`config.mk`:
```
export PLATFORM = sky130hd
export DESIGN_NAME = spcs_regs
export DESIGN_NICKNAME = d
export VERILOG_FILES = /design/src/rtl/spcs_pkg.sv /design/src/rtl/spcs_regs.sv
export VERILOG_INCLUDE_DIRS = /design/src /design/src/rtl
export SDC_FILE = /design/constraint.sdc
export NUM_CORES = 2
export LEC_CHECK = 0
export BUFFER_PORTS_ARGS = -buffer_cell sky130_fd_sc_hd__buf_2
export CAP_MARGIN = 20
export CORE_MARGIN = 2
export CORE_UTILIZATION = 45
export CTS_BUF_LIST = sky130_fd_sc_hd__clkbuf_2 sky130_fd_sc_hd__clkbuf_4 sky130_fd_sc_hd__clkbuf_8
export DETAILED_ROUTE_END_ITERATION = 16
export SLEW_MARGIN = 20
export SYNTH_ARGS = -nofsm -noshare
export SYNTH_HDL_FRONTEND = slang
export SYNTH_SLANG_ARGS = --single-unit
export TNS_END_PERCENT = 1
```
`constraint.sdc`:
```
create_clock -name pclk -period 2.8 [get_ports pclk]
set_input_delay 0.84 -clock pclk [delete_from_list [all_inputs] [get_ports pclk]]
set_output_delay 0.84 -clock pclk [all_outputs]
set_load 0.02 [all_outputs]
```
`src/rtl/spcs_map.svh`:
```
// Purpose: Offsets, field positions, reset values and counts of the port register bank
// Assumes: APB byte addresses, one 32-bit word per register
// Notes:   Bank-relative offsets are not all multiples of four, so each is an index
`ifndef SPCS_MAP_SVH
`define SPCS_MAP_SVH

`define SPCS_IDX_P2_CTRL4      6'h00
`define SPCS_IDX_P2_STATUS     6'h04
`define SPCS_IDX_HP_CTRL1      6'h08
`define SPCS_IDX_HP_CTRL2      6'h0a
`define SPCS_IDX_HP_VID        6'h0c
`define SPCS_IDX_HP_CTRL3      6'h0e
`define SPCS_IDX_HP_IRATE      6'h10
`define SPCS_IDX_HP_ERATE      6'h12
`define SPCS_IDX_CNT_SEL       6'h14
`define SPCS_IDX_CNT_DATA      6'h15

`define SPCS_CTRL4_RST         16'h009f
`define SPCS_CTRL4_WMASK       16'hffff
`define SPCS_STAT_RST          16'h8000
`define SPCS_STAT_WMASK        16'h8000
`define SPCS_HPC2_RST          16'h0607
`define SPCS_HPC2_WMASK        16'h67ef
`define SPCS_PHY_CTL_RST       10'h13f
`define SPCS_SW_CTL_RST        12'h307

`define SPCS_B_FAR_LOOP        8
`define SPCS_B_AUTONEG         7
`define SPCS_B_FSPEED          6
`define SPCS_B_FDUPLEX         5
`define SPCS_B_XSTYLE          15
`define SPCS_B_POLREV          13
`define SPCS_B_RXFC            12
`define SPCS_B_TXFC            11
`define SPCS_B_SPEED           10
`define SPCS_B_DUPLEX          9
`define SPCS_B_MDIX            7
`define SPCS_B_ANDONE          6
`define SPCS_B_LINK            5
`define SPCS_B_VLAN_FILT       14
`define SPCS_B_NON_PORT_DEFAULT_VLAN_ID        13
`define SPCS_B_TX_EN           10
`define SPCS_B_RX_EN           9
`define SPCS_B_LEARN_OFF       8
`define SPCS_B_MON_DEST        7
`define SPCS_B_RX_MIRROR       6
`define SPCS_B_TX_MIRROR       5
`define SPCS_B_PRIO_CEIL       3

`define SPCS_CNT_NUM           34
`define SPCS_CNT_OVF           31
`define SPCS_CNT_VALID         30
`define SPCS_CNT_MAX           30'h3fff_ffff

`endif

```
`src/rtl/spcs_pkg.sv`:
```
// Purpose: Types shared by the port register bank
// Assumes: Constants live in spcs_map.svh
// Notes:   None
package spcs_pkg;

    typedef struct packed {
        logic [5:0] idx;
        logic       wr;
        logic [31:0] wdata;
    } spcs_req_t;

    typedef struct packed {
        logic       polarity_rev;
        logic       rx_flow_active;
        logic       tx_flow_active;
        logic       speed_100;
        logic       full_duplex;
        logic       mdi;
        logic       autoneg_done;
        logic       link_good;
        logic [4:0] partner_abil;
    } spcs_phy_stat_t;

    typedef struct packed {
        logic       far_loopback;
        logic       autoneg_en;
        logic       force_100;
        logic       force_full;
        logic [4:0] advert;
        logic       crossover_style_select;
    } spcs_phy_ctl_t;

    typedef struct packed {
        logic       vlan_filter;
        logic       drop_non_default_vid;
        logic       tx_en;
        logic       rx_en;
        logic       learn_off;
        logic       mon_dest;
        logic       rx_mirror;
        logic       tx_mirror;
        logic       prio_ceiling;
        logic [2:0] member;
    } spcs_sw_ctl_t;

    typedef enum logic [2:0] {
        SPCS_IDLE = 3'b001,
        SPCS_SETUP = 3'b010,
        SPCS_DONE = 3'b100
    } spcs_state_t;

    typedef struct packed {
        spcs_state_t    st;
        logic [15:0]    ctrl4;
        logic [15:0]    status;
        logic [15:0]    hpc1;
        logic [15:0]    hpc2;
        logic [15:0]    hvid;
        logic [15:0]    hpc3;
        logic [15:0]    hirate;
        logic [15:0]    herate;
        logic [5:0]     cnt_sel;
        logic [31:0]    prdata;
        logic           pready;
        logic           pslverr;
        spcs_phy_ctl_t  phy_ctl;
        spcs_sw_ctl_t   sw_ctl;
        logic           link_up;
        logic           rx_link_mode;
    } spcs_state_s_t;

endpackage

```
`src/rtl/spcs_regs.sv`:
```
// Purpose: Port 2 PHY control/status and host port control registers, with counters
// Assumes: Single pclk domain; PHY status and events arrive asynchronously
// Notes:   APB slave answers one cycle after the access phase starts
`include "spcs_map.svh"
`timescale 1ns/1ps
`default_nettype none

module spcs_regs
    import spcs_pkg::*;
(
    // Clock, enable and reset
    input  wire logic              pclk,
    input  wire logic              presetn,
    input  wire logic              clk_en,
    // APB slave
    input  wire logic              psel,
    input  wire logic              penable,
    input  wire logic              pwrite,
    input  wire logic [7:0]        paddr,
    input  wire logic [31:0]       pwdata,
    output logic [31:0]            prdata,
    output logic                   pready,
    output logic                   pslverr,
    // PHY status from the port 2 transceiver
    input  wire spcs_phy_stat_t    phy_stat,
    // Counted events, one per counter, from the port datapath
    input  wire logic [33:0]       cnt_event,
    // Controls to the PHY and switch engine
    output spcs_phy_ctl_t          phy_ctl,
    output spcs_sw_ctl_t           sw_ctl,
    output logic                   link_up
);

    spcs_state_s_t s_q;
    spcs_state_s_t s_d;
    spcs_phy_stat_t stat_m_q;
    spcs_phy_stat_t stat_s_q;
    logic [33:0] ev_m_q;
    logic [33:0] ev_s_q;
    logic [33:0] ev_p_q;
    logic [29:0] cnt_val_q [`SPCS_CNT_NUM];
    logic [`SPCS_CNT_NUM-1:0] cnt_ovf_q;
    logic [`SPCS_CNT_NUM-1:0] cnt_clr;
    logic [5:0] idx;
    logic acc;

    assign idx = paddr[7:2];
    assign acc = psel && penable && (s_q.st == SPCS_SETUP);

    // Two-stage synchronisers; first stage read only by the second
    always_ff @(posedge pclk or negedge presetn)
    begin
        if (!presetn)
        begin
            stat_m_q <= '0;
            stat_s_q <= '0;
            ev_m_q <= '0;
            ev_s_q <= '0;
            ev_p_q <= '0;
        end
        else if (clk_en)
        begin
            stat_m_q <= phy_stat;
            stat_s_q <= stat_m_q;
            ev_m_q <= cnt_event;
            ev_s_q <= ev_m_q;
            ev_p_q <= ev_s_q;
        end
    end

    // Counters: an event in the read cycle starts the new count at one
    for (genvar i = 0; i < `SPCS_CNT_NUM; i++)
    begin : g_cnt
        logic inc;
        assign inc = ev_s_q[i] && !ev_p_q[i];
        assign cnt_clr[i] = acc && !pwrite && (idx == `SPCS_IDX_CNT_DATA)
                            && (s_q.cnt_sel == 6'(i));
        always_ff @(posedge pclk or negedge presetn)
        begin
            if (!presetn)
            begin
                cnt_val_q[i] <= '0;
                cnt_ovf_q[i] <= 1'b0;
            end
            else if (clk_en)
            begin
                if (cnt_clr[i])
                begin
                    cnt_val_q[i] <= {29'h0000_0000, inc};
                    cnt_ovf_q[i] <= 1'b0;
                end
                else if (inc)
                begin
                    cnt_val_q[i] <= cnt_val_q[i] + 30'h0000_0001;
                    if (cnt_val_q[i] == `SPCS_CNT_MAX)
                        cnt_ovf_q[i] <= 1'b1;
                end
            end
        end
    end

    function automatic logic [15:0] merge(input logic [15:0] old, input logic [15:0] m);
        merge = (old & ~m) | (pwdata[15:0] & m);
    endfunction

    always_comb
    begin
        logic [31:0] rd;
        logic        hit;
        logic        an_fail;
        rd = '0;
        hit = 1'b1;
        an_fail = 1'b0;
        s_d = s_q;
        s_d.pready = 1'b0;
        s_d.pslverr = 1'b0;
        unique case (s_q.st)
            SPCS_IDLE:
            begin
                if (psel && !penable)
                    s_d.st = SPCS_SETUP;
            end
            SPCS_SETUP:
            begin
                if (acc)
                begin
                    case (idx)
                        `SPCS_IDX_P2_CTRL4:  rd = {16'h0000, s_q.ctrl4};
                        `SPCS_IDX_P2_STATUS: rd = {16'h0000, s_q.status};
                        `SPCS_IDX_HP_CTRL1:  rd = {16'h0000, s_q.hpc1};
                        `SPCS_IDX_HP_CTRL2:  rd = {16'h0000, s_q.hpc2};
                        `SPCS_IDX_HP_VID:    rd = {16'h0000, s_q.hvid};
                        `SPCS_IDX_HP_CTRL3:  rd = {16'h0000, s_q.hpc3};
                        `SPCS_IDX_HP_IRATE:  rd = {16'h0000, s_q.hirate};
                        `SPCS_IDX_HP_ERATE:  rd = {16'h0000, s_q.herate};
                        `SPCS_IDX_CNT_SEL:   rd = {26'h000_0000, s_q.cnt_sel};
                        `SPCS_IDX_CNT_DATA:
                        begin
                            // Out-of-range select reads invalid
                            if (s_q.cnt_sel < 6'(`SPCS_CNT_NUM))
                                rd = {cnt_ovf_q[s_q.cnt_sel], 1'b1,
                                      cnt_val_q[s_q.cnt_sel]};
                        end
                        default:             hit = 1'b0;
                    endcase
                    if (pwrite && hit)
                    begin
                        case (idx)
                            `SPCS_IDX_P2_CTRL4:
                                s_d.ctrl4 = merge(s_q.ctrl4, `SPCS_CTRL4_WMASK);
                            `SPCS_IDX_P2_STATUS:
                                s_d.status = merge(s_q.status, `SPCS_STAT_WMASK);
                            `SPCS_IDX_HP_CTRL1:  s_d.hpc1 = pwdata[15:0];
                            `SPCS_IDX_HP_CTRL2:
                                s_d.hpc2 = merge(s_q.hpc2, `SPCS_HPC2_WMASK);
                            `SPCS_IDX_HP_VID:    s_d.hvid = pwdata[15:0];
                            `SPCS_IDX_HP_CTRL3:  s_d.hpc3 = pwdata[15:0];
                            `SPCS_IDX_HP_IRATE:  s_d.hirate = pwdata[15:0];
                            `SPCS_IDX_HP_ERATE:  s_d.herate = pwdata[15:0];
                            `SPCS_IDX_CNT_SEL:   s_d.cnt_sel = pwdata[5:0];
                            default:             s_d.cnt_sel = s_q.cnt_sel;
                        endcase
                    end
                    s_d.prdata = pwrite ? 32'h0000_0000 : rd;
                    s_d.pready = 1'b1;
                    s_d.pslverr = !hit;
                    s_d.st = SPCS_DONE;
                end
                else if (!psel)
                    s_d.st = SPCS_IDLE;
            end
            SPCS_DONE:
            begin
                s_d.st = (psel && !penable) ? SPCS_SETUP : SPCS_IDLE;
            end
            default:
                s_d.st = SPCS_IDLE;
        endcase

        // Status mirrors the synchronised PHY every cycle
        s_d.status[`SPCS_B_POLREV] = stat_s_q.polarity_rev;
        s_d.status[`SPCS_B_RXFC] = stat_s_q.rx_flow_active;
        s_d.status[`SPCS_B_TXFC] = stat_s_q.tx_flow_active;
        s_d.status[`SPCS_B_SPEED] = stat_s_q.speed_100;
        s_d.status[`SPCS_B_DUPLEX] = stat_s_q.full_duplex;
        s_d.status[`SPCS_B_MDIX] = stat_s_q.mdi;
        s_d.status[`SPCS_B_ANDONE] = stat_s_q.autoneg_done;
        s_d.status[`SPCS_B_LINK] = stat_s_q.link_good;
        s_d.status[4:0] = stat_s_q.partner_abil;
        s_d.status[14] = 1'b0;
        s_d.status[8] = 1'b0;

        // PHY controls from the stored control word, force_full also gated by synchronised autoneg/link status; crossover style from status bit 15
        an_fail = s_q.ctrl4[`SPCS_B_AUTONEG] && stat_s_q.autoneg_done
                  && !stat_s_q.link_good;
        s_d.phy_ctl.far_loopback = s_q.ctrl4[`SPCS_B_FAR_LOOP];
        s_d.phy_ctl.autoneg_en = s_q.ctrl4[`SPCS_B_AUTONEG];
        s_d.phy_ctl.force_100 = s_q.ctrl4[`SPCS_B_FSPEED];
        s_d.phy_ctl.force_full = s_q.ctrl4[`SPCS_B_FDUPLEX]
            && (!s_q.ctrl4[`SPCS_B_AUTONEG] || an_fail);
        s_d.phy_ctl.advert = s_q.ctrl4[4:0];
        s_d.phy_ctl.crossover_style_select = s_q.status[`SPCS_B_XSTYLE];

        // Switch controls of the host port
        s_d.sw_ctl.vlan_filter = s_q.hpc2[`SPCS_B_VLAN_FILT];
        s_d.sw_ctl.drop_non_default_vid = s_q.hpc2[`SPCS_B_NON_PORT_DEFAULT_VLAN_ID];
        s_d.sw_ctl.tx_en = s_q.hpc2[`SPCS_B_TX_EN];
        s_d.sw_ctl.rx_en = s_q.hpc2[`SPCS_B_RX_EN];
        s_d.sw_ctl.learn_off = s_q.hpc2[`SPCS_B_LEARN_OFF];
        s_d.sw_ctl.mon_dest = s_q.hpc2[`SPCS_B_MON_DEST];
        s_d.sw_ctl.rx_mirror = s_q.hpc2[`SPCS_B_RX_MIRROR];
        s_d.sw_ctl.tx_mirror = s_q.hpc2[`SPCS_B_TX_MIRROR];
        s_d.sw_ctl.prio_ceiling = s_q.hpc2[`SPCS_B_PRIO_CEIL];
        s_d.sw_ctl.member = s_q.hpc2[2:0];
        s_d.link_up = stat_s_q.link_good;
        s_d.rx_link_mode = 1'b0;
    end

    always_ff @(posedge pclk or negedge presetn)
    begin
        if (!presetn)
        begin
            s_q <= '0;
            s_q.st <= SPCS_IDLE;
            s_q.ctrl4 <= `SPCS_CTRL4_RST;
            s_q.status <= `SPCS_STAT_RST;
            s_q.hpc2 <= `SPCS_HPC2_RST;
            s_q.phy_ctl <= `SPCS_PHY_CTL_RST;
            s_q.sw_ctl <= `SPCS_SW_CTL_RST;
        end
        else if (clk_en)
        begin
            s_q <= s_d;
        end
    end

    assign prdata = s_q.prdata;
    assign pready = s_q.pready;
    assign pslverr = s_q.pslverr;
    assign phy_ctl = s_q.phy_ctl;
    assign sw_ctl = s_q.sw_ctl;
    assign link_up = s_q.link_up;

endmodule

`default_nettype wire

```
==> out/results.ini <==
[critical_path]
slowest_stage = dfrtp_4
worst_setup_path_end_kind = flip-flop
cpLargestDelayFamily = buffers and inverters
critical_path.max_stage_delay_ns = 0.62
path_common_cell = buf_4
timing.reg2reg.setup_slack_ns = -0.02
critical_path.max_fanout = 14
worstPathArrival_ns = 3.72
path_buf_inv = 4
cp_data_required_time_ns = 3.70
path_cells = buf_12 > buf_4 > mux4_2 > a222oi_1 > buf_4 > a31oi_4 > buf_6 > or3_1
start_kind = flip-flop
crit_type = flip-flop to flip-flop

[pwr]
ir_drop_mv = 0.567
p_leak_nw = 39.4
power.density_nw_per_um2 = 546

[detailed_routing]
wire_per_inst_microns = 24.8
ant_nets = 0
vias = 63100
vias_per_cell = 5.96
dr.pass1.iters = 6
drt_iter0_markers = 6625
wl_microns = 262000
drc = 0

[layout]
mostFrequentLayoutCells = dfrtp_1 (1339), nor2_1 (1061), buf_4 (733), nand2_1 (563), xor2_1 (475)
fillers = 14600
final_util_pct = 54.3
layout_commonest_cell = dfrtp_1
multiInputGateArea_sq_um = 38600
drive_gt1_share_pct = 24.4
register_area_sq_um = 34300
layout.cells.non_filler = 10600
nNetsFinal = 8320
syn_to_final_growth_pct = 19.7
design_area_sq_um = 89600

[placement]
dpl.cell_count = 10100
dpl.hpwl_microns = 202000
gp_congestion = 0.995
placed_area_sq_um = 83500
port_buffers = 131

[synth]
yosysWarnings = 0
yosysUniqueCellTypes = 95
ys_ff_latch = 1369
synthesis.area_sq_um = 74800
syn_inst = 7363
synth_edf_count = 0
synthFlopType = dfrtp_1
syn_nets = 7490
seq_area_frac_synth_pct = 45.8
syn_area_per_cell_sq_um = 10.2
async_flop_share_pct = 100

[sta]
tightest_slew_ns = 0.769
hold_violations = 0
finalSetupViolCount = 2
rsz0062_at_grt = true
max-slew-margin-rel_pct = 48.5
finalCriticalPeriod_ns = 2.82
post-route-period-util_pct = 101
fmax_mhz = 355
fin_ws_ns = -0.0161
clock_skew_ns = 0.0662
maxSlewViolCount = 0

[clocking]
numCtsBuffers = 236
clock_sinks = 1369
clkTransAtPathRegs_ns = 0.06
cts_setup_buffers = 0
insertion_delay_ns = 1.04
clk_path_buf_depth = 3
clockRootBuffer = clkbuf_8
cts_tree = done
htree_levels = 4

[grt]
top_usage_layer = met2
grt_pass1_wl_microns = 391000
grtUsageMet3_pct = 6.24
antenna_found_initial = 16
use_met2_pct = 45.4
use_met1_pct = 43.3
grt_max_degree = 78
grt_pass1_vias = 60400
grt_remaining_overflow = 0
track_usage_pct = 30.6

[floorplanning]
core_sq_um = 165000
io_pins = 150
initial_core_util_pct = 45.4
die_w_microns = 412
die_h_microns = 412
die_area_sq_um = 170000
std_cell_rows = 149

[outcome]
status = finished, violations left
violations = setup timing

[job]
drv_cap = 0

[hold_path]
hp-class = input pin to flip-flop

## worst paths after layout
path | to | cells after the start | from
min in group asynchronous | cnt_val_q[567] | 2 | presetn
setup / recovery | prdata[8] | 8 | s_q[59]
setup reg to reg | prdata[8] | 8 | s_q[59]
hold / removal | ev_m_q[4] | 2 | cnt_event[4]
max in group asynchronous | cnt_val_q[406] | 4 | presetn
hold reg to reg | prdata[30] | 2 | prdata[30]
## routing by layer
layer | part of all wire (%) | vias to the layer above
li1 | - | 28300
met1 | 44 | 31800
met2 | 43 | 2425
met3 | 8.0 | 581
met4 | 5.0 | 18
met5 | 0.045 | -
## area by class of cell
| type | count | area share, % |
|---|---|---|
| Multi-Input combinational cell | 5523 | 43.1 |
| Clock buffer | 374 | 5.31 |
| Clock inverter | 61 | 0.753 |
| Tap cell | 2189 | 3.06 |
| Inverter | 75 | 0.314 |
| Sequential cell | 1369 | 38.3 |
| Antenna cell | 5 | 0.0140 |
| Timing Repair Buffer | 988 | 9.17 |
## metrics by stage
stage / total power [W] / hold slack (ns) / setup TNS [ns] / worst slack, ns
floorplan: 0.0255 / 0.448 / -0.0803 / -0.00528
global placement: 0.0280 / 0.460 / -56.60 / -0.422
detailed placement: 0.0282 / 0.466 / -56.39 / -0.377
CTS: 0.0491 / 0.00491 / -0.158 / -0.0619
global route: 0.0508 / 0.0331 / -0.331 / -0.0606
finish: 0.0489 / 0.0726 / -0.0173 / -0.0161
## worst register-to-register path: stages (launching register included)
cell	delay [ns]
dfrtp_4	0.62
buf_12	0.22
buf_4	0.23
mux4_2	0.39
a222oi_1	0.49
buf_4	0.22
a31oi_4	0.09
buf_6	0.15
or3_1	0.29
## synth_stat cells (26+ instances only)
cell      instances  area (sq um)
o21ai_0         187           936
mux2i_1         156          1560
clkbuf_1        151           567
or2_2            26           163
or3_1           104           651
nand3b_1         38           285
and4_1          107           937
a31oi_1         109           682
a41oi_1          27           236
xor2_1          475          4160
a221oi_1         53           464
dfrtp_1        1344         33600
nand2_1         564          2120
a22o_1           32           280
inv_1            75           282
ha_1             34           425
nor4_1           61           382
mux2_2          297          3340
buf_2           152           761
xnor2_1         268          2350
nand3_1         405          2030
a21oi_1         232          1160
and2_1           59           369
a22oi_1          77           578
nand4_1         250          1560
nor2_1         1064          3990
and3b_1          29           254
nor3_1          171           856
buf_4            74           556
and3_1          182          1140
mux4_2          206          4640
## kinds of logic (layout without fill, tap and decap cells)
kind of cell    count (synthesis)  count (layout)  share of synthesized area, %
compound gates                859             859                          7.41
xor+xnor                      743             743                          8.70
fa+ha+maj                      34              34                         0.568
buf+inv                       471            1498                          3.00
flops                        1369            1369                          45.8
mux                           659             659                          12.8
other cells                     0               5                             0
simple gates                 3228            3228                          21.7
## report_power, final
group	switching [W]	internal (W)
logic	0.00279	0.00223
registers	0.00195	0.0211
clock network	0.00904	0.0117
total	0.0138	0.0351
## sequential cells by signal, summed over array words and instances, names as in the netlist
register,count
cnt_ovf_q,34
stat_m_q,13
ev_m_q,34
pslverr,1
ev_p_q,34
cnt_val_q,1020
s_d,34
pready,1
phy_ctl,10
s_q,110
prdata,32
sw_ctl,12
ev_s_q,34
## repair_timing
item                                   CTS  global route
endpoints found under the hold margin  111             0
resized for setup                       13            26
setup endpoints to repair               21            76
pin swaps                                2             2
hold buffers                            44             0
Note: power is estimated with default switching activity, not from simulation.
